`config.mk`:
```
export PLATFORM = sky130hd
export DESIGN_NAME = voltage_temp_adc_control
export DESIGN_NICKNAME = d
export VERILOG_FILES = /design/src/voltage_temp_adc_control.v
export VERILOG_INCLUDE_DIRS = /design/src
export SDC_FILE = /design/constraint.sdc
export NUM_CORES = 1
export LEC_CHECK = 0
export BUFFER_PORTS_ARGS = -buffer_cell sky130_fd_sc_hd__buf_4
export CAP_MARGIN = 15
export CORE_UTILIZATION = 41
export DETAILED_ROUTE_END_ITERATION = 8
export GPL_ROUTABILITY_DRIVEN = 0
export PLACE_DENSITY = 0.84
export REMOVE_ABC_BUFFERS = 1
export SLEW_MARGIN = 10
export SYNTH_ARGS = -nofsm -noshare
export SYNTH_HDL_FRONTEND = slang
export SYNTH_SLANG_ARGS = --single-unit
```
`constraint.sdc`:
```
create_clock -name sys_clk_i -period 2.45 [get_ports sys_clk_i]
set_input_delay 0.1225 -clock sys_clk_i [delete_from_list [all_inputs] [get_ports sys_clk_i]]
set_output_delay 0.1225 -clock sys_clk_i [all_outputs]
set_load 0.02 [all_outputs]
```
`src/vt_conv_regs.vh`:
```
`ifndef VT_CONV_REGS_VH
`define VT_CONV_REGS_VH
`define CTRL_OFFSET 32'h40030010
`define STATUS_OFFSET 32'h40030014
`define IRQ_MASK_OFFSET 32'h4003001C
`define CTRL_RESET 32'h00000000
`define CTRL_IMPL_MASK 32'h000B33D0
`define STATUS_RESET 3'h0
`define MASK_RESET 3'h0
`define EN_BIT 19
`define BYP_HI 17
`define BYP_LO 16
`define DIAG_HI 13
`define DIAG_LO 12
`define CODE_BIT 9
`define CH_HI 8
`define CH_LO 6
`define REF_BIT 4
`define SETTLE_CYCLES_DEF 16'h0400
`define ST_VOLT_RDY 0
`define ST_TEMP_RDY 1
`define ST_RESTART 2
`endif

```
`src/voltage_temp_adc_control.v`:
```
// The implementer's own choice: strobed register access.
`timescale 1ns/10ps
`include "vt_conv_regs.vh"
// What this block does
// - any control write resets secondary converter
// - restart aligned to primary converter frame
// - withhold results until filter settling passes
// - enable low powers down, clears ready
// - bypass field selects input buffers
// - diagnostic field drives 50 uA sources
// - coding bit selects bipolar or unipolar
// - channel field routes converter input
// - reference bit selects internal or supply
module voltage_temp_adc_control #(
  parameter SETTLE_CYCLES = `SETTLE_CYCLES_DEF
) (
  input wire sys_clk_i,
  input wire sys_rst_i,
  input wire [31:0] addr_i,
  input wire [31:0] wdata_i,
  input wire wr_i,
  input wire rd_i,
  output reg [31:0] rdata_o,
  input wire primary_frame_i,
  input wire conv_volt_done_i,
  input wire conv_temp_done_i,
  input wire [23:0] conv_data_i,
  output reg converter_power_enable_o,
  output reg converter_reset_o,
  output reg [1:0] input_buffer_bypass_o,
  output reg [1:0] diagnostic_current_select_o,
  output reg output_coding_select_o,
  output reg [2:0] input_channel_select_o,
  output reg reference_select_o,
  output reg voltage_result_ready_o,
  output reg temperature_result_ready_o,
  output reg [23:0] result_o,
  output reg irq_o
);
  localparam ST_OFF = 2'h0;
  localparam ST_WAIT = 2'h1;
  localparam ST_SETTLE = 2'h2;
  localparam ST_RUN = 2'h3;
  reg [31:0] ctrl_reg;
  reg [1:0] state_reg;
  reg [15:0] settle_reg;
  reg [2:0] status_reg;
  reg [2:0] mask_reg;
  wire ctrl_wr = wr_i && (addr_i == `CTRL_OFFSET);
  wire stat_wr = wr_i && (addr_i == `STATUS_OFFSET);
  wire mask_wr = wr_i && (addr_i == `IRQ_MASK_OFFSET);
  wire enabled = ctrl_reg[`EN_BIT];
  wire running = (state_reg == ST_RUN) && enabled;
  wire [31:0] ctrl_masked = wdata_i & `CTRL_IMPL_MASK;
  wire restart_evt = (state_reg == ST_WAIT) && primary_frame_i && !ctrl_wr;
  // unipolar coding clamps negative results to zero
  wire [23:0] coded = (ctrl_reg[`CODE_BIT] && conv_data_i[23]) ? 24'h000000 : conv_data_i;
  wire [2:0] events = {restart_evt, running && conv_temp_done_i, running && conv_volt_done_i};

  always @(posedge sys_clk_i) begin
    if (sys_rst_i) begin
      ctrl_reg <= `CTRL_RESET;
    end else if (ctrl_wr) begin
      ctrl_reg <= ctrl_masked;
    end
  end

  always @(posedge sys_clk_i) begin
    if (sys_rst_i) begin
      state_reg <= ST_OFF;
      settle_reg <= 16'h0000;
    end else if (ctrl_wr) begin
      state_reg <= ctrl_masked[`EN_BIT] ? ST_WAIT : ST_OFF;
      settle_reg <= 16'h0000;
    end else begin
      case (state_reg)
        ST_OFF: begin
          state_reg <= ST_OFF;
        end
        ST_WAIT: begin
          if (primary_frame_i) begin
            state_reg <= ST_SETTLE;
          end
        end
        ST_SETTLE: begin
          if (settle_reg >= SETTLE_CYCLES - 1) begin
            state_reg <= ST_RUN;
          end else begin
            settle_reg <= settle_reg + 16'h0001;
          end
        end
        ST_RUN: begin
          state_reg <= ST_RUN;
        end
        default: begin
          state_reg <= ST_OFF;
        end
      endcase
    end
  end

  always @(posedge sys_clk_i) begin
    if (sys_rst_i) begin
      converter_power_enable_o <= 1'b0;
      converter_reset_o <= 1'b1;
      input_buffer_bypass_o <= 2'h0;
      diagnostic_current_select_o <= 2'h0;
      output_coding_select_o <= 1'b0;
      input_channel_select_o <= 3'h0;
      reference_select_o <= 1'b0;
      voltage_result_ready_o <= 1'b0;
      temperature_result_ready_o <= 1'b0;
      result_o <= 24'h000000;
    end else begin
      converter_power_enable_o <= enabled;
      converter_reset_o <= ctrl_wr || (state_reg == ST_WAIT && !primary_frame_i) || state_reg == ST_OFF;
      input_buffer_bypass_o <= ctrl_reg[`BYP_HI:`BYP_LO];
      diagnostic_current_select_o <= ctrl_reg[`DIAG_HI:`DIAG_LO];
      output_coding_select_o <= ctrl_reg[`CODE_BIT];
      input_channel_select_o <= ctrl_reg[`CH_HI:`CH_LO];
      reference_select_o <= ctrl_reg[`REF_BIT];
      // disable or restart clears ready flags
      if (ctrl_wr || !running) begin
        voltage_result_ready_o <= 1'b0;
        temperature_result_ready_o <= 1'b0;
      end else begin
        if (conv_volt_done_i) begin
          voltage_result_ready_o <= 1'b1;
        end
        if (conv_temp_done_i) begin
          temperature_result_ready_o <= 1'b1;
        end
      end
      if (running && (conv_volt_done_i || conv_temp_done_i)) begin
        result_o <= coded;
      end
    end
  end

  // sticky status, set wins over clear
  always @(posedge sys_clk_i) begin
    if (sys_rst_i) begin
      status_reg <= `STATUS_RESET;
      mask_reg <= `MASK_RESET;
      irq_o <= 1'b0;
    end else begin
      status_reg <= (status_reg & ~(stat_wr ? wdata_i[2:0] : 3'h0)) | events;
      if (mask_wr) begin
        mask_reg <= wdata_i[2:0];
      end
      irq_o <= |(((status_reg & ~(stat_wr ? wdata_i[2:0] : 3'h0)) | events) & (mask_wr ? wdata_i[2:0] : mask_reg));
    end
  end

  always @(posedge sys_clk_i) begin
    if (sys_rst_i) begin
      rdata_o <= 32'h00000000;
    end else if (rd_i) begin
      case (addr_i)
        `CTRL_OFFSET: rdata_o <= ctrl_reg;
        `STATUS_OFFSET: rdata_o <= {29'h00000000, status_reg};
        `IRQ_MASK_OFFSET: rdata_o <= {29'h00000000, mask_reg};
        default: rdata_o <= 32'h00000000;
      endcase
    end else begin
      rdata_o <= 32'h00000000;
    end
  end
endmodule

```
# ---- Yosys cells after proc, flatten, opt, wreduce, memory -nomap -nowiden
# Cells that the tools add are included.
# Widths: inputs -> output; s select.
dict set report totals {
  output_inout_bits 70
  input_bits 95
  regBits 104
  wordCells 67
}
dict set report op_classes {
  magnitude_cmp 1
  n_mux 9
  n_bitwise 6
  n_reduce_logical 25
  n_eq_ne 8
  addsub 1
}
# operator count
set op_table {}
lappend op_table {{$eq 32x31->1 const B} 3}
lappend op_table {{$pmux 20 s3} 1}
lappend op_table {{$mux 24} 1}
lappend op_table {{$add 16x1->16 const B} 1}
lappend op_table {{$ge 16x10->1 const B} 1}
lappend op_table {{$logic_and 1x1->1} 11}
lappend op_table {{$pmux 2 s4} 1}
lappend op_table {{$and 3x3->3} 2}
lappend op_table {{$mux 2} 3}
lappend op_table {{$mux 3} 2}
lappend op_table {{$ne 3x3->1 const B} 2}
lappend op_table {{$reduce_or 2->1} 3}
lappend op_table {{$eq 2x2->1 const B} 2}
lappend op_table {{$logic_or 1x1->1} 4}
lappend op_table {{$reduce_and 2->1} 2}
lappend op_table {{$logic_not 1->1} 3}
lappend op_table {{$not 3->3} 1}
lappend op_table {{$or 3x3->3} 1}
lappend op_table {{$reduce_or 3->1} 1}
lappend op_table {{$eq 2x1->1 const B} 1}
lappend op_table {{$logic_not 2->1} 1}
lappend op_table {{$not 1->1} 2}
lappend op_table {{$mux 1} 1}

# ---- Depth between registers and ports, before layout
# Gate-level depths: netlist of run 1.
dict set report logic_depth {
  depth_word 8
  depth_mapped 6
  depth_no_buf 6
}

# ---- Least setup slack after synthesis of run 1
# OpenSTA, ideal clock, no wires.
dict set report synth_path {
  kind {input -> register}
  from {input addr_i[8]}
  to {register irq_o}
  slack_ns 0.141
  t_arrival_ns 2.187
  setup_time_ns 0.122
  required_time_ns 2.328
  cell_stages 5
  n_path_buf 0
  path_cell_list {or4_4 or4_4 nor4_2 mux2_2 a221o_1}
}
dict set report synth_between {
  elab_chain_cells 8
}
# element line_no
set synth_rtl {}
lappend synth_rtl {{from (decl)} voltage_temp_adc_control.v:19} ;# input wire [31:0] addr_i,
lappend synth_rtl {{$eq 32x31->1} -}
lappend synth_rtl {{$logic_and 1x1->1} voltage_temp_adc_control.v:50} ;# wire stat_wr = wr_i && (addr_i == `STATUS_OFFSET);
lappend synth_rtl {{$mux 3} voltage_temp_adc_control.v:151} ;# irq_o <= |(((status_reg & ~(stat_wr ? wdata_i[2:0] : 3'h0)) | events) & (mask_wr ? wdata_i[2:0] : mask_reg));
lappend synth_rtl {{$not 3->3} voltage_temp_adc_control.v:151}
lappend synth_rtl {{$and 3x3->3} voltage_temp_adc_control.v:151}
lappend synth_rtl {{$or 3x3->3} voltage_temp_adc_control.v:151}
lappend synth_rtl {{$and 3x3->3 (*)} voltage_temp_adc_control.v:151}
lappend synth_rtl {{$reduce_or 3->1 (*)} voltage_temp_adc_control.v:151}
lappend synth_rtl {{to (signal assigned)} voltage_temp_adc_control.v:151}
lappend synth_rtl {{to (decl)} voltage_temp_adc_control.v:38} ;# output reg irq_o
# Mark *: on every way between the ends. The rest lies on a longest branch, timed or not.
# A chain may end at the register's enable or synchronous reset.

# ---- Worst setup path in the final report of run 1
# Ends and elaborated chain as after synthesis.

==> Implementation_results.wiki, run 1 <==
{| class="wikitable"
! Metric !! Value
|-
| Run status || finished clean
|-
| Avg WL per Cell || roughly 13 um
|-
| Clock tree from TritonCTS || yes
|-
| Synthesized area per cell || between 9 and 10 um^2
|-
| Nets@finish || slightly below 600
|-
| Number of global-route vias before repair || just under 3000
|-
| Die Outline Area || between 0.008 and 0.009 mm^2
|-
| Non-filler instance count after layout || roughly 600
|-
| Fraction of final layout cells sized beyond drive strength 1 || about a third
|-
| Gate count after technology mapping || between 300 and 400
|-
| Required time worst endpoint || roughly 2.7 ns
|-
| Total Routing Usage GR || roughly 20%
|-
| Max-slew headroom || 52.06%
|-
| Share of synthesized area spent on multiplexers || under 10%
|-
| MaxCap Viol Count || 0
|-
| Filler cell count || between 600 and 700
|-
| Root buffer cell || sky130_fd_sc_hd__clkbuf_8
|-
| Overflow left after global routing || 0
|-
| Net switching power || 0.6309 mW
|-
| Number of levels the H-tree was split into || 3
|-
| Final hold viol count || 0
|-
| First-pass GRT wire length || 13.12 mm
|-
| Wirelength, routed || slightly below 8 mm
|-
| Yosys warns || 0
|-
| Total setup buffers inserted after CTS || 0
|-
| Final core utilization || 59.39%
|-
| Synth Area in XOR/XNOR || approximately 2.3%
|-
| Area occupied by multi-input gates || around 0.0015 mm^2
|-
| Initial antenna violation count || 0
|-
| Data arrival time of the worst path || 2.38 ns
|-
| Capturing element type of the critical path || flop
|-
| Internal power of the cells || 1.973 mW
|-
| Sequential-to-total area share from yosys stat || around half
|-
| Clock transition at path regs || ~0.090 ns
|-
| Critical Path Start Type || primary input
|-
| Largest family of logic cells by synthesized area || simple AND/OR/NAND/NOR gates
|-
| Maximum number of pins on one net before global-route repair || 58
|-
| Count of hold buffers inserted by post-cts repair || 8
|-
| Final non-filler cell area || 0.004661 mm^2
|-
| Number of ports placed on the die boundary || 165
|-
| Most common cell in the netlist || sky130_fd_sc_hd__dfxtp_1
|-
| Static Leak || 1.928 nW
|-
| Worst clock skew || ~0.0099 ns
|-
| Initial core utilization || between 40% and 50%
|-
| Switching share of power || approximately a quarter
|-
| Critical path's largest stage delay || between 0.5 and 0.6 ns
|-
| Top area cells in the synthesized netlist || sky130_fd_sc_hd__dfxtp_1, sky130_fd_sc_hd__a21oi_1, sky130_fd_sc_hd__buf_4
|-
| Total via count in the routed design || 3000
|-
| Number of nets with antenna violations after detailed routing || 0
|-
| Cell chain of the critical path || buf_4 > or4_4 > or4_4 > nor4_2 > mux2_2 > a221o_1
|-
| Crit path top cell by count || sky130_fd_sc_hd__or4_4
|-
| Die boundary width || around 90 um
|-
| Post-synthesis adder-cell area fraction || less than 1%
|-
| Final antenna diode count || 0
|-
| Detail Placement HPWL || roughly 5.7 mm
|-
| Share of flip-flops with an asynchronous set or reset || 0%
|-
| Total power per unit cell area || 558.6 mW/mm^2
|-
| Post-synthesis share of cell area spent on and, or, nand and nor gates || 28.56%
|-
| Placed cell count || between 500 and 600
|-
| Final worst setup slack || 0.3205 ns
|-
| Hold Path Class || primary input to flop
|-
| Critical-path top delay cell || sky130_fd_sc_hd__or4_4
|-
| Maximum root-to-sink buffer count || 2
|-
| Synth Cell Area || roughly 0.0034 mm^2
|-
| Compound-Gate Fraction of Synth Area || 7.055%
|-
| Final Slew Violations || 0
|-
| Setup repair after global routing missed its margin || false
|-
| Part of the power in the clock network || between 40 and 50%
|-
| Final total power || 2.604 mW
|-
| Post-synthesis cell type count || 43
|-
| Type of the setup path with the least slack || primary input to flop
|-
| Vertical die dimension || approximately 90 um
|-
| Max FFs per register || 24
|-
| Synth-to-Final Area Change || 38.32%
|-
| Cell taking the most area after synthesis || sky130_fd_sc_hd__dfxtp_1
|-
| Via-to-Cell Ratio || between 4 and 5
|-
| Final period util || 86.92%
|-
| Quantity of I/O buffers inserted on ports || approximately 130
|-
| Std-Cell Rows || 32
|-
| Relative contribution of sequential cells to total power || between 50% and 60%
|-
| Area of all sequential standard cells || around 0.0017 mm^2
|-
| Total clock sinks || 85
|-
| Insertion delay of the later-clocked pin in the worst-skew pair || approximately 0.36 ns
|-
| Combinational fraction of design power || 6.9%
|-
| First drt pass iteration count || 4
|-
| Area share of the largest cell type after synthesis || 50.50%
|-
| Worst-Margin Slew || 0.7174 ns
|-
| Peak supply drop || a little over 0.0003 V
|-
| Worst-path fanout max || 2
|-
| Number of buffers added by the clock tree synthesis step || 9
|-
| Worst slack at placement || -0.07176 ns
|-
| Instance area after placement || 0.004360 mm^2
|-
| Core box area || around 0.0078 mm^2
|-
| Cell types with the highest counts after synthesis || sky130_fd_sc_hd__dfxtp_1, sky130_fd_sc_hd__nand2_1, sky130_fd_sc_hd__a21oi_1
|-
| Final count of negative-setup-slack endpoints || 0
|-
| Count of flip-flops with a built-in enable after synthesis || 0
|-
| Most used DFF post-synth || sky130_fd_sc_hd__dfxtp_1
|-
| Post-CTS sizing || 0
|-
| Achievable clock frequency || approximately 470 MHz
|-
| Post-layout min period || between 2 and 2.5 ns
|-
| Detailed router's first-iteration violation count || between 60 and 70
|-
| Final routed DRC violation total || 0
|-
| Yosys reg bits || 85
|}
## through the flow
| step | TNS [ns] | hold WS (ns) |
|---|---|---|
| CTS | 0 | 0.0003369 |
| global placement | -0.01945 | 0.3570 |
| finish | 0 | 0.02218 |
| floorplan | 0 | 0.1916 |
| global route | 0 | 0.009262 |
| detailed placement | -0.07936 | 0.3626 |
## cell families after synthesis
family | count (synthesis)
fa+ha+maj | 1
xor+xnor | 9
simple gates | 172
compound gates | 41
buf+inv | 41
flops | 85
other cells | 1
mux | 14
## power by group through the flow
| stage | registers (mW) | logic, mW | clock network [mW] |
|---|---|---|---|
| final | 1.38 | 0.180 | 1.04 |
| after detailed placement | 1.41 | 0.167 | 0 |
| after global routing | 1.38 | 0.194 | 1.14 |
| after CTS | 1.38 | 0.178 | 1.07 |
| after global placement | 1.41 | 0.163 | 0 |
| after floorplan | 1.41 | 0.0452 | 0 |
## layout by cell type, fill, tap and decap left out, types with 14 or more instances in the layout
| cell | count |
|---|---|
| sky130_fd_sc_hd__buf_4 | 131 |
| sky130_fd_sc_hd__dfxtp_1 | 85 |
| sky130_fd_sc_hd__nand2_1 | 35 |
| sky130_fd_sc_hd__a21oi_1 | 32 |
| sky130_fd_sc_hd__nor2_1 | 30 |
| sky130_fd_sc_hd__nand3_1 | 28 |
| sky130_fd_sc_hd__conb_1 | 19 |
| sky130_fd_sc_hd__and2_1 | 16 |
| sky130_fd_sc_hd__nor4_1 | 14 |
## final timing paths
check | start | slack, ns | depth (start not counted) | end
max | addr_i[8] | 0.32 | 6 | irq_o
min reg2reg | result_o[2] | 0.46 | 2 | result_o[2]
min | conv_data_i[15] | 0.02 | 3 | result_o[15]
max reg2reg | state_reg[1] | 0.77 | 5 | settle_reg[5]
## area by class of cell
type	instances	area share (%)
Sequential cell	85	36.51
Multi-Input combinational cell	256	32.30
Timing Repair Buffer	141	23.46
Tap cell	102	2.738
Clock buffer	9	2.658
Clock inverter	7	1.852
Inverter	6	0.4832
## worst max-delay path, delay by kind of cell
| family | cells | cell delay, ns |
|---|---|---|
| simple gates | 3 | 1.42 |
| mux | 1 | 0.39 |
| compound gates | 1 | 0.35 |
| buf+inv | 1 | 0.11 |
## per-layer routing
layer / part of all wire (%) / GRT usage, % / routed length, um
met5: 0 / 0 / 0
met2: 49 / 33.40 / 3891
met4: 2.0 / 9.103 / 160
met1: 43 / 22.45 / 3424
met3: 6.0 / 5.337 / 478
Note: power is estimated with default switching activity, not from simulation.
==> run 2: changes to the inputs <==
Settings changed: GPL_TIMING_DRIVEN from default to 0, MAX_ROUTING_LAYER from default to met4.
Clock period 2.45 ns to 1.92 ns, I/O delays scaled along.
==> run 2 against run 1 <==
Against the previous run: the flow now finishes with violations (setup timing); sequential share of layout area shrank 1.6 points; combinational power increased by 40%; wire length up 2.9%; hold slack got worse by 0.0037 ns; sequential cell count is the same; power increased by 27%; first-iteration DRC count increased by 72%; via count grew 1.6%; utilization rose by 2.7 points; global-route usage increased by 0.50 points; cell count rose by 2.0%; critical endpoint unchanged; highest routed layer unchanged.
==> Implementation_results.wiki, run 2 (synthesis results as in run 1) <==
{| class="wikitable"
! Metric !! Value
|-
| Run status || complete, but fails checks
|-
| Violations in the final reports || setup timing
|-
| Die Outline Area || between 0.008 and 0.009 mm^2
|-
| Achievable clock frequency || around 490 MHz
|-
| Via-to-Cell Ratio || 4.934
|-
| Post-layout min period || a little over 2 ns
|-
| Final core utilization || between 60% and 70%
|-
| Worst clock skew || 0.006340 ns
|-
| Worst-path fanout max || 2
|-
| Total Routing Usage GR || about 20%
|-
| Maximum root-to-sink buffer count || 2
|-
| Met2 track demand over resource || between 30% and 40%
|-
| Type of the setup path with the least slack || primary input to flop
|-
| Number of global-route vias before repair || roughly 3000
|-
| Avg WL per Cell || 13.24 um
|-
| Detail Placement HPWL || approximately 5.7 mm
|-
| Number of buffers added by the clock tree synthesis step || 9
|-
| Buffers plus inverters on the worst setup path || 2
|-
| Total power per unit cell area || 677.3 mW/mm^2
|-
| Setup repair after global routing missed its margin || true
|-
| Overflow left after global routing || 0
|-
| Cell chain of the critical path || buf_6 > or4_4 > or4_4 > buf_6 > nor4_4 > mux2_4 > a221o_1
|-
| Initial antenna violation count || 0
|-
| Total clock sinks || 85
|-
| Final Slew Violations || 0
|-
| Final hold viol count || 0
|-
| Core box area || roughly 0.0078 mm^2
|-
| Total via count in the routed design || 3049
|-
| Capturing element type of the critical path || flop
|-
| Clock tree from TritonCTS || yes
|-
| Non-filler instance count after layout || slightly above 600
|-
| Data arrival time of the worst path || between 2 and 2.5 ns
|-
| Quantity of I/O buffers inserted on ports || 126
|-
| Most common cell after layout, fill and taps aside || sky130_fd_sc_hd__buf_4
|-
| Busiest grt layer || met2
|-
| Kind of cell adding the most delay to the critical path || simple AND/OR/NAND/NOR gates
|-
| Max FFs per register || 24
|-
| Filler cell count || 664
|-
| Critical Path Start Type || primary input
|-
| Worst-Margin Slew || 0.7471 ns
|-
| First drt pass iteration count || 5
|-
| Critical-path top delay cell || sky130_fd_sc_hd__or4_4
|-
| Detailed router's first-iteration violation count || between 100 and 150
|-
| Synth-to-Final Area Change || 44.63%
|-
| Initial core utilization || 42.94%
|-
| Static Leak || a little over 2 nW
|-
| Max-slew headroom || about half
|-
| Critical path's largest stage delay || roughly 0.56 ns
|-
| Final antenna diode count || 0
|-
| Final count of negative-setup-slack endpoints || 10
|-
| MaxCap Viol Count || 0
|-
| Met1 Resource Use GR || between 20% and 30%
|-
| Final worst setup slack || -0.1418 ns
|-
| Final routed DRC violation total || 0
|-
| Commonest cells after routing, fill and taps aside || sky130_fd_sc_hd__buf_4, sky130_fd_sc_hd__dfxtp_1, sky130_fd_sc_hd__nand2_1
|-
| Root buffer cell || sky130_fd_sc_hd__clkbuf_8
|-
| Peak supply drop || around 0.00046 V
|-
| Die boundary width || slightly above 90 um
|-
| Worst Hold Margin || roughly 0.018 ns
|-
| Insertion delay of the later-clocked pin in the worst-skew pair || 0.34 ns
|-
| Std-Cell Rows || 32
|-
| Hold Path Class || primary input to flop
|-
| Number of nets with antenna violations after detailed routing || 0
|-
| Number of levels the H-tree was split into || 3
|-
| Placed cell count || slightly below 600
|-
| Worst slack at placement || -0.9812 ns
|-
| Nets@finish || approximately 600
|-
| First-pass GRT wire length || ~13 mm
|-
| Number of ports placed on the die boundary || roughly 170
|-
| Final period util || 107.4%
|-
| Fraction of final layout cells sized beyond drive strength 1 || a little under a third
|-
| Clock transition at path regs || roughly 0.09 ns
|-
| Vertical die dimension || between 90 and 100 um
|-
| Maximum number of pins on one net before global-route repair || 58
|-
| Wirelength, routed || 8.184 mm
|-
| Met3 Resource Use GR || under 10%
|-
| Required time worst endpoint || about 2.2 ns
|}
[run 2: changes by cell type in the layout (fill, tap and decap cells not counted), sizes merged]
cell / change
dlygate4sd3: +11
clkinv: +3
buf: +1
inv: -3
[run 2: path summary, 6_finish.rpt]
| kind | cells after the start | slack (ns) | from | endpoint |
|---|---|---|---|---|
| setup / recovery | 7 | -0.14 | addr_i[8] | irq_o |
| hold / removal | 3 | 0.02 | wdata_i[17] | ctrl_reg[17] |
| setup reg to reg | 6 | 0.13 | settle_reg[0] | state_reg[0] |
| hold reg to reg | 2 | 0.46 | result_o[17] | result_o[17] |
[run 2: cell type report]
type	count	area, um^2	area share [%]
well taps	102	127.6	2.619
inverters	6	22.52	0.4621
repair buffers	153	1261	25.88
clock inverters	7	85.08	1.746
flip-flops and latches	85	1702	34.92
multi-input cells	256	1551	31.84
clock buffers	9	123.9	2.542
[run 2: timing repair]
action                     CTS  global route
hold endpoints to repair    20             0
setup endpoints to repair   34            41
buffers inserted             4             1
hold buffers                20             0
pin swaps                    5             2
gates resized for setup      8             6
[run 2: where the power goes]
group           switching [mW]  leakage [nW]  total [mW]  internal [mW]
sequential     0.0000000000512         0.684        1.76           1.76
combinational            0.111          1.24       0.252          0.140
clock                    0.667         0.103        1.29          0.621
total                    0.779          2.02        3.30           2.52
[run 2: worst register-to-register path: stages, from the launching register on]
cell                      delay, ns
sky130_fd_sc_hd__dfxtp_1       0.38
sky130_fd_sc_hd__ha_1          0.20
sky130_fd_sc_hd__nand3_1       0.14
sky130_fd_sc_hd__nor3_4        0.36
sky130_fd_sc_hd__nor2_1        0.14
sky130_fd_sc_hd__or3_1         0.37
sky130_fd_sc_hd__a21oi_1       0.13
[run 2: metal layers]
layer  wire, um  vias up
met5          0        -
met1       3498     1415
li1           -     1516
met4        105        0
met3        484       10
met2       4095      108
[run 2: metrics by stage]
stage | power (mW) | instance area [um^2] | setup TNS (ns)
global route | 3.441 | 4873 | -1.170
CTS | 3.338 | 4840 | -0.9366
finish | 3.301 | 4873 | -0.3087
global placement | 2.011 | 4303 | -35.84
floorplan | 1.860 | 3229 | -12.60
detailed placement | 2.016 | 4339 | -32.09
==> run 3: changes to the inputs <==
Settings changed: CORE_UTILIZATION 41 to 46, PLACE_DENSITY 0.84 to 0.89, SKIP_LAST_GASP from default to 1.
Clock period 1.92 ns to 1.9 ns, I/O delays scaled along.
==> run 3 against run 2 <==
Against the previous run: the flow still finishes with violations (setup timing); critical endpoint is now ctrl_reg[17]; clock power down 5%; cell count is 0.65% higher; combinational power grew 11%; hold slack worse by 0.0072 ns; wire length is 16% higher; sequential share of layout area fell by 0.35 points; cell area is 1.0% higher; sequential power hardly changed; critical path depth increased by 1; clock-buffer cell count is 2 higher.
==> Implementation_results.wiki, run 3 (synthesis results as in run 1) <==
{| class="wikitable"
! Metric !! Value
|-
| Required time worst endpoint || approximately 2.1 ns
|-
| Via-to-Cell Ratio || between 5 and 6
|-
| Final count of negative-setup-slack endpoints || 11
|-
| Total Routing Usage GR || between 20% and 30%
|-
| First drt pass iteration count || 5
|-
| Maximum number of pins on one net before global-route repair || 58
|-
| Number of nets with antenna violations after detailed routing || 0
|-
| Most common cell after layout, fill and taps aside || sky130_fd_sc_hd__buf_4
|-
| Detail Placement HPWL || ~5.7 mm
|-
| Total power per unit cell area || ~670 mW/mm^2
|-
| Initial antenna violation count || 0
|-
| Final non-filler cell area || between 0.004 and 0.005 mm^2
|-
| Core box area || 0.006944 mm^2
|-
| Initial core utilization || 48.52%
|-
| Vertical die dimension || ~88 um
|-
| Setup repair after global routing missed its margin || true
|-
| Nets@finish || 617
|-
| Final worst setup slack || -0.09475 ns
|-
| Total clock sinks || 85
|-
| Die boundary width || just under 90 um
|-
| Max FFs per register || 24
|-
| Static Leak || between 2 and 2.5 nW
|-
| Run status || complete, but fails checks
|-
| Final Slew Violations || 0
|-
| Clock transition at path regs || around 0.09 ns
|-
| Commonest cells after routing, fill and taps aside || sky130_fd_sc_hd__buf_4, sky130_fd_sc_hd__dfxtp_1, sky130_fd_sc_hd__nand2_1
|-
| MaxCap Viol Count || 0
|-
| Peak supply drop || between 0.0003 and 0.0004 V
|-
| Total via count in the routed design || 3238
|-
| Final antenna diode count || 0
|-
| Quantity of I/O buffers inserted on ports || between 100 and 150
|-
| Max-slew headroom || a little under half
|-
| Critical Path Start Type || primary input
|-
| Final period util || 105.0%
|-
| Number of ports placed on the die boundary || between 150 and 200
|-
| Std-Cell Rows || 30
|-
| Overflow left after global routing || 0
|-
| Final routed DRC violation total || 0
|-
| Worst-Margin Slew || roughly 0.80 ns
|-
| Instance area after placement || approximately 0.0043 mm^2
|-
| Number of global-route vias before repair || 3233
|-
| Wirelength, routed || 9.511 mm
|-
| Hold Path Class || primary input to flop
|-
| Achievable clock frequency || approximately 500 MHz
|-
| Die Outline Area || around 0.0077 mm^2
|-
| Detailed router's first-iteration violation count || 127
|-
| Capturing element type of the critical path || flop
|-
| Final hold viol count || 0
|-
| Worst-path fanout max || 6
|-
| Number of buffers added by the clock tree synthesis step || 9
|-
| Avg WL per Cell || approximately 15 um
|-
| Worst clock skew || ~0.012 ns
|-
| Number of levels the H-tree was split into || 3
|-
| Placed cell count || between 500 and 600
|-
| Synth-to-Final Area Change || 46.12%
|-
| Worst Hold Margin || between 0.01 and 0.015 ns
|-
| Maximum root-to-sink buffer count || 2
|-
| Root buffer cell || sky130_fd_sc_hd__clkbuf_8
|-
| Final core utilization || 70.90%
|-
| Insertion delay of the later-clocked pin in the worst-skew pair || ~0.36 ns
|-
| Post-layout min period || ~2 ns
|-
| Data arrival time of the worst path || ~2.2 ns
|-
| Type of the setup path with the least slack || primary input to flop
|-
| Violations in the final reports || setup timing
|-
| Clock tree from TritonCTS || yes
|-
| Non-filler instance count after layout || 622
|-
| First-pass GRT wire length || 14.86 mm
|-
| Fraction of final layout cells sized beyond drive strength 1 || between 30% and 40%
|}
==> run 3: changes by cell type in the layout (fill, tap and decap cells not counted), moves of 2 or more <==
cell and change:
sky130_fd_sc_hd__mux2i_1 -2, sky130_fd_sc_hd__buf_6 +2, sky130_fd_sc_hd__dlygate4sd3_1 +7, sky130_fd_sc_hd__mux2i_2 +2
sky130_fd_sc_hd__clkbuf_8 +2, sky130_fd_sc_hd__buf_12 -2, sky130_fd_sc_hd__buf_4 +3
==> run 3: routing by layer <==
| layer | wire length, um | up-vias | part of all wire (%) | global-route usage, % |
|---|---|---|---|---|
| li1 | - | 1534 | - | - |
| met1 | 3634 | 1501 | 38 | 28.12 |
| met2 | 4875 | 167 | 51 | 44.74 |
| met3 | 634 | 36 | 6.7 | 5.372 |
| met4 | 366 | 0 | 3.8 | 16.10 |
| met5 | 0 | - | 0 | - |
==> run 3: cell type report <==
type	count	area, um^2
fill	504	2021
tap	96	120.1
clock buffer	11	151.4
sequential	85	1702
multi-input combinational	256	1550
clock inverter	5	41.29
inverter	6	22.52
timing repair buffer	163	1336
==> run 3: through the flow <==
step,TNS (ns),total power [mW],worst slack [ns]
detailed placement,-35.33,2.037,-1.099
CTS,-3.114,3.299,-0.1386
global route,-1.537,3.420,-0.1411
floorplan,-13.25,1.880,-0.4686
global placement,-38.13,2.031,-1.009
finish,-0.2768,3.285,-0.09475
==> run 3: power by group <==
part            switching [mW]  total (mW)  leakage, nW  internal, mW
clock network            0.668        1.23       0.0926         0.558
logic                    0.125       0.279         1.27         0.154
registers      0.0000000000564        1.78        0.684          1.78
==> run 3: path summary, 6_finish.rpt <==
| kind | start | to | slack [ns] | cells after the start |
|---|---|---|---|---|
| hold / removal | wdata_i[6] | ctrl_reg[6] | 0.01 | 3 |
| hold reg to reg | result_o[20] | result_o[20] | 0.45 | 2 |
| setup reg to reg | settle_reg[3] | state_reg[0] | 0.13 | 5 |
| setup / recovery | addr_i[8] | ctrl_reg[17] | -0.09 | 8 |
==> run 3: worst max-delay path, cell delays in order <==
cell and delay (ns):
sky130_fd_sc_hd__buf_6 0.10, sky130_fd_sc_hd__or4_4 0.53, sky130_fd_sc_hd__or4_4 0.58, sky130_fd_sc_hd__nor4b_4 0.28, sky130_fd_sc_hd__buf_6 0.21, sky130_fd_sc_hd__buf_6 0.12, sky130_fd_sc_hd__mux2i_2 0.22, sky130_fd_sc_hd__nor2_1 0.07
==> run 3: timing repair <==
| action | CTS | global route |
|---|---|---|
| pin swaps | 7 | 8 |
| setup endpoints to repair | 34 | 31 |
| cloned | 1 | 0 |
| buffers inserted | 7 | 2 |
| hold buffers | 27 | 0 |
| gates resized for setup | 9 | 7 |
| hold endpoints to repair | 28 | 0 |
